==> src/hdl/dspw_consts.vh <==
/*
 * Constants for the dual secondary pulse-width timers: register
 * offsets, field positions, reset values and timing figures.
 * Assumes inclusion by bare name from the design files.
 */
`ifndef DSPW_CONSTS_VH
`define DSPW_CONSTS_VH

// register byte addresses on the Avalon-MM slave (word aligned)
`define DSPW_ADDR_W           4
`define DSPW_OFS_FIRST_PERIOD 4'h0
`define DSPW_OFS_SECOND_PER   4'h4
`define DSPW_OFS_FIRST_ON     4'h8
`define DSPW_OFS_SECOND_ON    4'hC

// shared mode control register and its bit
`define DSPW_OFS_MODE_CTRL    4'h0
`define DSPW_MODE_CTRL_BASE   1'b1
`define DSPW_MODE_BIT         8

// reset values
`define DSPW_RST_PERIOD       8'hFF
`define DSPW_RST_ON_TIME      8'h00
`define DSPW_RST_MODE         1'b0

// timebase: one tick per two clock periods
`define DSPW_TICK_DIV         2

`endif

==> src/hdl/dspw_tick.v <==
/*
 * Timebase divider: one-cycle enable pulse every DSPW_TICK_DIV clocks.
 * Assumes one clock; restart realigns the pulse with a new cycle.
 */
`timescale 1ns/1ps
`default_nettype none
`include "dspw_consts.vh"

module dspw_tick
(
    // clock and reset
    input  wire clk,
    input  wire nrst,
    // control
    input  wire restart,
    // timebase
    output reg  tick
);

    reg [0:0] phase;

    always @(posedge clk or negedge nrst)
    begin
        if (!nrst)
        begin
            phase <= 1'b0;
            tick  <= 1'b0;
        end
        else if (restart)
        begin
            phase <= 1'b0;
            tick  <= 1'b0;
        end
        else
        begin
            phase <= phase + 1'b1;
            tick  <= (phase == 1'b1);
        end
    end

endmodule
`default_nettype wire

==> src/hdl/dspw_chan.v <==
/*
 * One pulse channel: 8-bit counter, pending on-time latched at the
 * start of each cycle. Assumes tick is a one-cycle enable and that
 * restart clears the counter. Counter counts 0..period, output high
 * while count < on-time, or always when on-time exceeds period.
 */
`timescale 1ns/1ps
`default_nettype none
`include "dspw_consts.vh"

module dspw_chan
(
    // clock and reset
    input  wire       clk,
    input  wire       nrst,
    // timebase and control
    input  wire       tick,
    input  wire       restart,
    input  wire       hold,
    input  wire       start,
    input  wire [7:0] period,
    input  wire [7:0] on_pending,
    // state
    output reg  [7:0] count,
    output reg        pulse
);

    reg  [7:0] on_live;
    reg        running;
    wire       wrap = (count == period);
    wire [7:0] next_count = wrap ? 8'h00 : count + 8'h01;
    // comparison uses the value that governs the cycle being entered
    wire [7:0] on_eff = (next_count == 8'h00) ? on_pending : on_live;

    always @(posedge clk or negedge nrst)
    begin
        if (!nrst)
        begin
            count   <= 8'h00;
            on_live <= `DSPW_RST_ON_TIME;
            running <= 1'b0;
            pulse   <= 1'b0;
        end
        else if (restart)
        begin
            count   <= 8'h00;
            running <= 1'b0;
            pulse   <= 1'b0;
        end
        else if (!running)
        begin
            // waits for the offset point in offset mode
            if (start)
            begin
                running <= 1'b1;
                count   <= 8'h00;
                on_live <= on_pending;
                pulse   <= (on_pending > period) || (on_pending != 8'h00);
            end
        end
        else if (tick && !hold)
        begin
            count <= next_count;
            if (next_count == 8'h00)
                on_live <= on_pending;
            pulse <= (on_eff > period) || (next_count < on_eff);
        end
    end

endmodule
`default_nettype wire

==> src/hdl/dspw_top.v <==
/*
 * Dual secondary pulse-width timers with an Avalon-MM register slave.
 * Assumes a single 125 MHz clock CLK and an Avalon-MM master that
 * holds each request until waitrequest is seen low.
 */
// Implementation choices: the register addresses and the Avalon-MM register port.
// Summary of operation
// - two 8-bit pulse outputs with period, on-time
// - mode bit 8: set independent, clear offset
// - all counts step once per two clocks
// - first period is 2*(first_period+1) clocks
// - second period 2*(second value+1), independent mode
// - on-time is 2*on-time value clocks
// - on-time above period holds output high
// - offset mode shares first period, own on-times
// - second rise lags first by 2*(value+1)
// - writes accepted anytime, no busy state
// - new on-time applies at next cycle start
// - period write clears timers, restarts cycles
// - reset clears mode bit: offset mode
// - reset periods 0xFF, on-times 0x00
`timescale 1ns/1ps
`default_nettype none
`include "dspw_consts.vh"

module dspw_top
(
    // clock and reset
    input  wire        CLK,
    input  wire        NRST,
    // avalon-mm timer registers
    input  wire [3:0]  AVS_ADDRESS,
    input  wire        AVS_READ,
    input  wire        AVS_WRITE,
    input  wire [31:0] AVS_WRITEDATA,
    input  wire [3:0]  AVS_BYTEENABLE,
    output reg  [31:0] AVS_READDATA,
    output reg         AVS_WAITREQUEST,
    // avalon-mm shared mode control register
    input  wire        MODE_CS,
    // pulse outputs
    output reg         FIRST_PULSE_OUT,
    output reg         SECOND_PULSE_OUT
);

    ////////////////////////////////////////////////////////////////////
    // registers

    reg  [7:0] first_period;
    reg  [7:0] second_period_or_offset;
    reg  [7:0] first_on_time;
    reg  [7:0] second_on_time;
    reg        indep_mode;
    reg        restart;

    wire       req    = (AVS_READ || AVS_WRITE) && AVS_WAITREQUEST;
    wire       wr_acc = AVS_WRITE && !AVS_WAITREQUEST;
    wire       tim_wr = wr_acc && !MODE_CS;
    wire       mod_wr = wr_acc && MODE_CS;

    // one wait cycle per access; the write lands on the acknowledging
    // edge, so a master that holds its request sees it exactly once
    always @(posedge CLK or negedge NRST)
    begin
        if (!NRST)
            AVS_WAITREQUEST <= 1'b1;
        else
            AVS_WAITREQUEST <= !req;
    end

    always @(posedge CLK or negedge NRST)
    begin
        if (!NRST)
        begin
            first_period            <= `DSPW_RST_PERIOD;
            second_period_or_offset <= `DSPW_RST_PERIOD;
            first_on_time           <= `DSPW_RST_ON_TIME;
            second_on_time          <= `DSPW_RST_ON_TIME;
            indep_mode              <= `DSPW_RST_MODE;
            restart                 <= 1'b0;
            AVS_READDATA            <= 32'h00000000;
        end
        else
        begin
            restart <= 1'b0;
            if (tim_wr && AVS_BYTEENABLE[0])
            begin
                case (AVS_ADDRESS)
                    `DSPW_OFS_FIRST_PERIOD:
                    begin
                        first_period <= AVS_WRITEDATA[7:0];
                        restart      <= 1'b1;
                    end
                    `DSPW_OFS_SECOND_PER:
                    begin
                        second_period_or_offset <= AVS_WRITEDATA[7:0];
                        restart                 <= 1'b1;
                    end
                    `DSPW_OFS_FIRST_ON:  first_on_time  <= AVS_WRITEDATA[7:0];
                    `DSPW_OFS_SECOND_ON: second_on_time <= AVS_WRITEDATA[7:0];
                    default: ;
                endcase
            end
            if (mod_wr && AVS_ADDRESS == `DSPW_OFS_MODE_CTRL && AVS_BYTEENABLE[1])
                indep_mode <= AVS_WRITEDATA[`DSPW_MODE_BIT];
            if (AVS_READ && AVS_WAITREQUEST)
            begin
                AVS_READDATA <= 32'h00000000;
                if (MODE_CS)
                begin
                    if (AVS_ADDRESS == `DSPW_OFS_MODE_CTRL)
                        AVS_READDATA[`DSPW_MODE_BIT] <= indep_mode;
                end
                else
                begin
                    case (AVS_ADDRESS)
                        `DSPW_OFS_FIRST_PERIOD: AVS_READDATA[7:0] <= first_period;
                        `DSPW_OFS_SECOND_PER:   AVS_READDATA[7:0] <= second_period_or_offset;
                        `DSPW_OFS_FIRST_ON:     AVS_READDATA[7:0] <= first_on_time;
                        `DSPW_OFS_SECOND_ON:    AVS_READDATA[7:0] <= second_on_time;
                        default:                AVS_READDATA      <= 32'h00000000;
                    endcase
                end
            end
        end
    end

    ////////////////////////////////////////////////////////////////////
    // timebase and channels

    wire       tick;
    wire [7:0] count_a;
    wire [7:0] count_b;
    wire       pulse_a;
    wire       pulse_b;
    reg  [8:0] ofs_cnt;
    // start on a tick edge so the late channel stays on the timebase
    wire       ofs_hit = tick && (ofs_cnt == {1'b0, second_period_or_offset});

    dspw_tick u_tick
    (
        .clk     (CLK),
        .nrst    (NRST),
        .restart (restart),
        .tick    (tick)
    );

    // first channel always on its own period
    dspw_chan u_first
    (
        .clk        (CLK),
        .nrst       (NRST),
        .tick       (tick),
        .restart    (restart),
        .hold       (1'b0),
        .start      (1'b1),
        .period     (first_period),
        .on_pending (first_on_time),
        .count      (count_a),
        .pulse      (pulse_a)
    );

    // offset mode: shared period, late start; independent: own period
    dspw_chan u_second
    (
        .clk        (CLK),
        .nrst       (NRST),
        .tick       (tick),
        .restart    (restart),
        .hold       (1'b0),
        .start      (indep_mode ? 1'b1 : ofs_hit),
        .period     (indep_mode ? second_period_or_offset : first_period),
        .on_pending (second_on_time),
        .count      (count_b),
        .pulse      (pulse_b)
    );

    // offset point: 2*(value+1) clocks after first cycle start
    always @(posedge CLK or negedge NRST)
    begin
        if (!NRST)
            ofs_cnt <= 9'h000;
        else if (restart)
            ofs_cnt <= 9'h000;
        else if (tick && ofs_cnt <= {1'b0, second_period_or_offset})
            ofs_cnt <= ofs_cnt + 9'h001;
    end

    ////////////////////////////////////////////////////////////////////
    // outputs

    always @(posedge CLK or negedge NRST)
    begin
        if (!NRST)
        begin
            FIRST_PULSE_OUT  <= 1'b0;
            SECOND_PULSE_OUT <= 1'b0;
        end
        else
        begin
            FIRST_PULSE_OUT  <= pulse_a;
            SECOND_PULSE_OUT <= pulse_b;
        end
    end

endmodule
`default_nettype wire

==> config.mk <==
export PLATFORM = sky130hd
export DESIGN_NAME = dspw_top
export DESIGN_NICKNAME = d
export VERILOG_FILES = /design/src/hdl/dspw_tick.v /design/src/hdl/dspw_chan.v /design/src/hdl/dspw_top.v
export VERILOG_INCLUDE_DIRS = /design/src /design/src/hdl
export SDC_FILE = /design/constraint.sdc
export NUM_CORES = 1
export LEC_CHECK = 0
export BUFFER_PORTS_ARGS = -buffer_cell sky130_fd_sc_hd__buf_4
export CAP_MARGIN = 10
export CORE_MARGIN = 8
export CORE_UTILIZATION = 61
export CTS_BUF_LIST = sky130_fd_sc_hd__clkbuf_16
export DETAILED_ROUTE_END_ITERATION = 7
export PLACE_DENSITY = 0.93
export SYNTH_ARGS = -nofsm -noshare
export SYNTH_HDL_FRONTEND = slang
export SYNTH_SLANG_ARGS = --single-unit
==> constraint.sdc <==
create_clock -name CLK -period 9.58 [get_ports CLK]
set_input_delay 1.916 -clock CLK [delete_from_list [all_inputs] [get_ports CLK]]
set_output_delay 1.916 -clock CLK [all_outputs]
set_load 0.03 [all_outputs]
==> results by group <==
Outcome
  – Status: complete, no violations

STA
  – Final Worst Setup Slack: slightly below 5 ns
  – RSZ-0062 raised after global routing: false
  – Tightest Pin Transition: between 1 and 1.5 ns
  – Slew margin rel.: 23.02%
  – Post-route minimum period: 4.611 ns
  – Fin. Hold Viols: 0
  – Worst Skew: 0.008494 ns
  – Period utilisation layout: 48.13%
  – Setup_tns: 0 ns
  – Max Fclk: 0.2169 GHz
  – Final setup viols: 0
  – Pins over their slew limit: 0

Route
  – Number of routed nets with antenna violations: 0
  – First drt pass iteration count: 5
  – Drt total wl: approximately 16000 µm
  – Drt initial violations: 511
  – DR vias/cell: 6.439
  – DRC Markers: 0
  – DR vias: 5074
  – DR WL/cell: 20.21 µm

GRT
  – Initial antenna violation count: 0
  – GR Util All Layers: 23.31%
  – Vias in the first global route: 5220
  – Global-route wire length before repair: 26230 µm
  – Congestion Overflow GR: 0
  – Pin count of the biggest net entering global routing: 50

Yosys
  – Ys async rst share: 100.0%
  – Main area contributors after synthesis: dfrtp_1, ha_1, dfstp_2, mux2_2, o21ai_0
  – Yosys cell types: 64
  – Cell with the most instances after synthesis: dfrtp_1
  – Syn Area/Cell: 10.09 µm²
  – Synth top area share: between 20 and 30%
  – Post-synth top cells: dfrtp_1, ha_1, inv_1
  – Yosys reg bits: 93
  – Synth warn: 0
  – EDFF count, synth: 0
  – Mapped Cells: 630
  – Seq/Total Area, Yosys: 36.96%
  – Synth Cell Area: 6354 µm²
  – Prevailing post-synth register cell: dfrtp_1
  – Cell accounting for the most synthesized area: dfrtp_1

Job
  – Max-Cap Viols: 0

Clock tree
  – Cts repair resizes: 0
  – Hold_buf cts: 0
  – Bufs on Longest Clock Path: 2
  – H-tree depth: 3
  – Post-CTS Setup Bufs: 0
  – TritonCTS clock tree: done
  – Worst-Skew Late Latency: 0.35 ns
  – Cts bufs inserted: 9
  – Clk sink count: 93
  – Clk root buf: clkbuf_16
  – Clk slew on worst S/H paths: 0.07 ns

Placed design
  – Placer Congestion: 0.9161
  – Post-Place Worst Slack: around 5 ns
  – Port bufs: 31
  – DP HPWL: 11490 µm

Floorplan
  – Num rows: 37
  – Initial core utilization: slightly above 60%
  – I/O pin cnt: 80
  – Die height: approximately 120 µm
  – Die area: 13940 µm²
  – Die X-Extent: 118.1 µm
  – Core Box Area: 10230 µm²

Min path
  – WHS Endpoint: FIRST_PULSE_OUT$_DFF_PN0_
  – HP Class: reg -> reg
  – Hold path start: u_first.pulse$_DFFE_PN0P_
  – Hold path cells: 0

Final layout
  – Final nets: 749
  – Diode count: 0
  – Area Growth Syn to Fin: 8.172%
  – Fraction of layout cells with a size suffix above 1: 19.63%
  – Final Core Density: 67.18%

Setup path
  – FF-to-FF path depth: 14
  – R2R setup slack: 4.97 ns
  – CP max FO: 12
  – CP startpoint kind: register
  – CP required: a little under 10 ns
  – R2r startpoint: indep_mode$_DFFE_PN0P_
  – Data arrival, critical path: 4.84 ns
  – Reg2Reg Capture Point: u_second.pulse$_DFFE_PN0P_
  – Critical path endpoint category: register
  – WS Path Type: reg -> reg

Power
  – Max VDD drop: 0.0001185 V
  – Power Density: 253.1 nW/µm²
  – Leak Pwr: 3.360 nW
==> final cells by class <==
class	instances	area [µm²]
clock buffer	9	225.2
clock inverter	7	96.34
fill	720	3358
inverter	41	153.9
multi-input combinational	469	3631
sequential	93	2349
tap	136	170.2
timing repair buffer	33	247.7
==> cell usage in the layout, fill, tap and decap left out, types with 9 or more instances in the layout <==
cell	instances
dfrtp_1	76
ha_1	57
inv_1	40
nand2_1	38
o21ai_0	38
mux2_2	36
nor2_1	36
buf_4	33
conb_1	23
a21oi_1	20
nand4_1	18
xnor2_1	18
dfstp_2	17
mux2i_1	17
nor2b_1	15
nand3_1	13
a21o_1	13
xor2_1	11
a22o_1	10
nor3_1	9
clkbuf_16	9
==> state kept, by name, summed over array words and instances (netlist names), 8 cells and up <==
| signal | cells |
|---|---|
| first_period | 8 |
| second_period_or_offset | 8 |
| u_first.on_live | 8 |
| u_second.count | 8 |
| u_first.count | 8 |
| first_on_time | 8 |
| u_second.on_live | 8 |
| ofs_cnt | 9 |
| second_on_time | 8 |
| AVS_READDATA | 9 |
==> metrics by stage <==
step	area (µm²)	cells	total power [W]	hold WS (ns)
finish	6873	788	0.001740	0.3840
global route	6873	788	0.001844	0.3931
CTS	6873	788	0.001729	0.3860
detailed placement	6551	772	0.001324	0.3722
global placement	6551	772	0.001260	0.3593
floorplan	6436	652	0.001162	0.3537
==> cells by family (layout without fill, tap and decap cells) <==
| group | after synthesis | in the layout | synth area share, % |
|---|---|---|---|
| AND/OR/NAND/NOR | 164 | 164 | 13.04 |
| AO/OA/AOI/OAI | 125 | 125 | 13.17 |
| flip-flops | 93 | 93 | 36.96 |
| buffers and inverters | 90 | 90 | 7.188 |
| multiplexers | 71 | 71 | 14.36 |
| adder cells (fa/ha/maj) | 57 | 57 | 11.22 |
| XOR/XNOR | 29 | 29 | 3.998 |
| other | 1 | 23 | 0.05902 |
==> layer usage <==
layer	part of all wire, %	track usage, %	up-vias
met3	8.6	5.899	62
met4	4.0	13.21	0
li1	-	-	2258
met2	47	37.01	274
met1	40	28.37	2480
met5	0	0	-
==> critical path, stage by stage, from the launching register on <==
cell      delay, ns
dfrtp_1        0.82
mux2i_1        0.45
xnor2_1        0.12
or4_1          0.54
nor2_2         0.37
a31o_1         0.48
mux2_2         0.41
ha_1           0.29
nor2b_1        0.13
o21ai_0        0.17
nand2b_1       0.08
a21oi_1        0.16
o21ai_0        0.10
a221oi_1       0.25
o22ai_1        0.11
==> worst max-delay path by stage <==
stage	from	depth (start not counted)	slack [ns]	endpoint
4_1_cts	indep_mode$_DFFE_PN0P_	14	5.09	u_second.pulse$_DFFE_PN0P_
6_report	indep_mode$_DFFE_PN0P_	14	4.97	u_second.pulse$_DFFE_PN0P_
2_1_floorplan	AVS_WRITE	6	6.21	first_on_time[1]$_DFFE_PN0P_
5_1_grt	indep_mode$_DFFE_PN0P_	14	4.71	u_second.pulse$_DFFE_PN0P_
3_3_place_gp	indep_mode$_DFFE_PN0P_	14	5.25	u_second.pulse$_DFFE_PN0P_
3_5_place_dp	indep_mode$_DFFE_PN0P_	14	5.11	u_second.pulse$_DFFE_PN0P_
==> power breakdown <==
part / total [W] / internal (W) / switching (W)
Sequential: 0.000617 / 0.000489 / 0.000127
Clock: 0.000390 / 0.000230 / 0.000161
Combinational: 0.000733 / 0.000347 / 0.000386
Total: 0.00174 / 0.00107 / 0.000674
(Power assumes the default switching activity.)
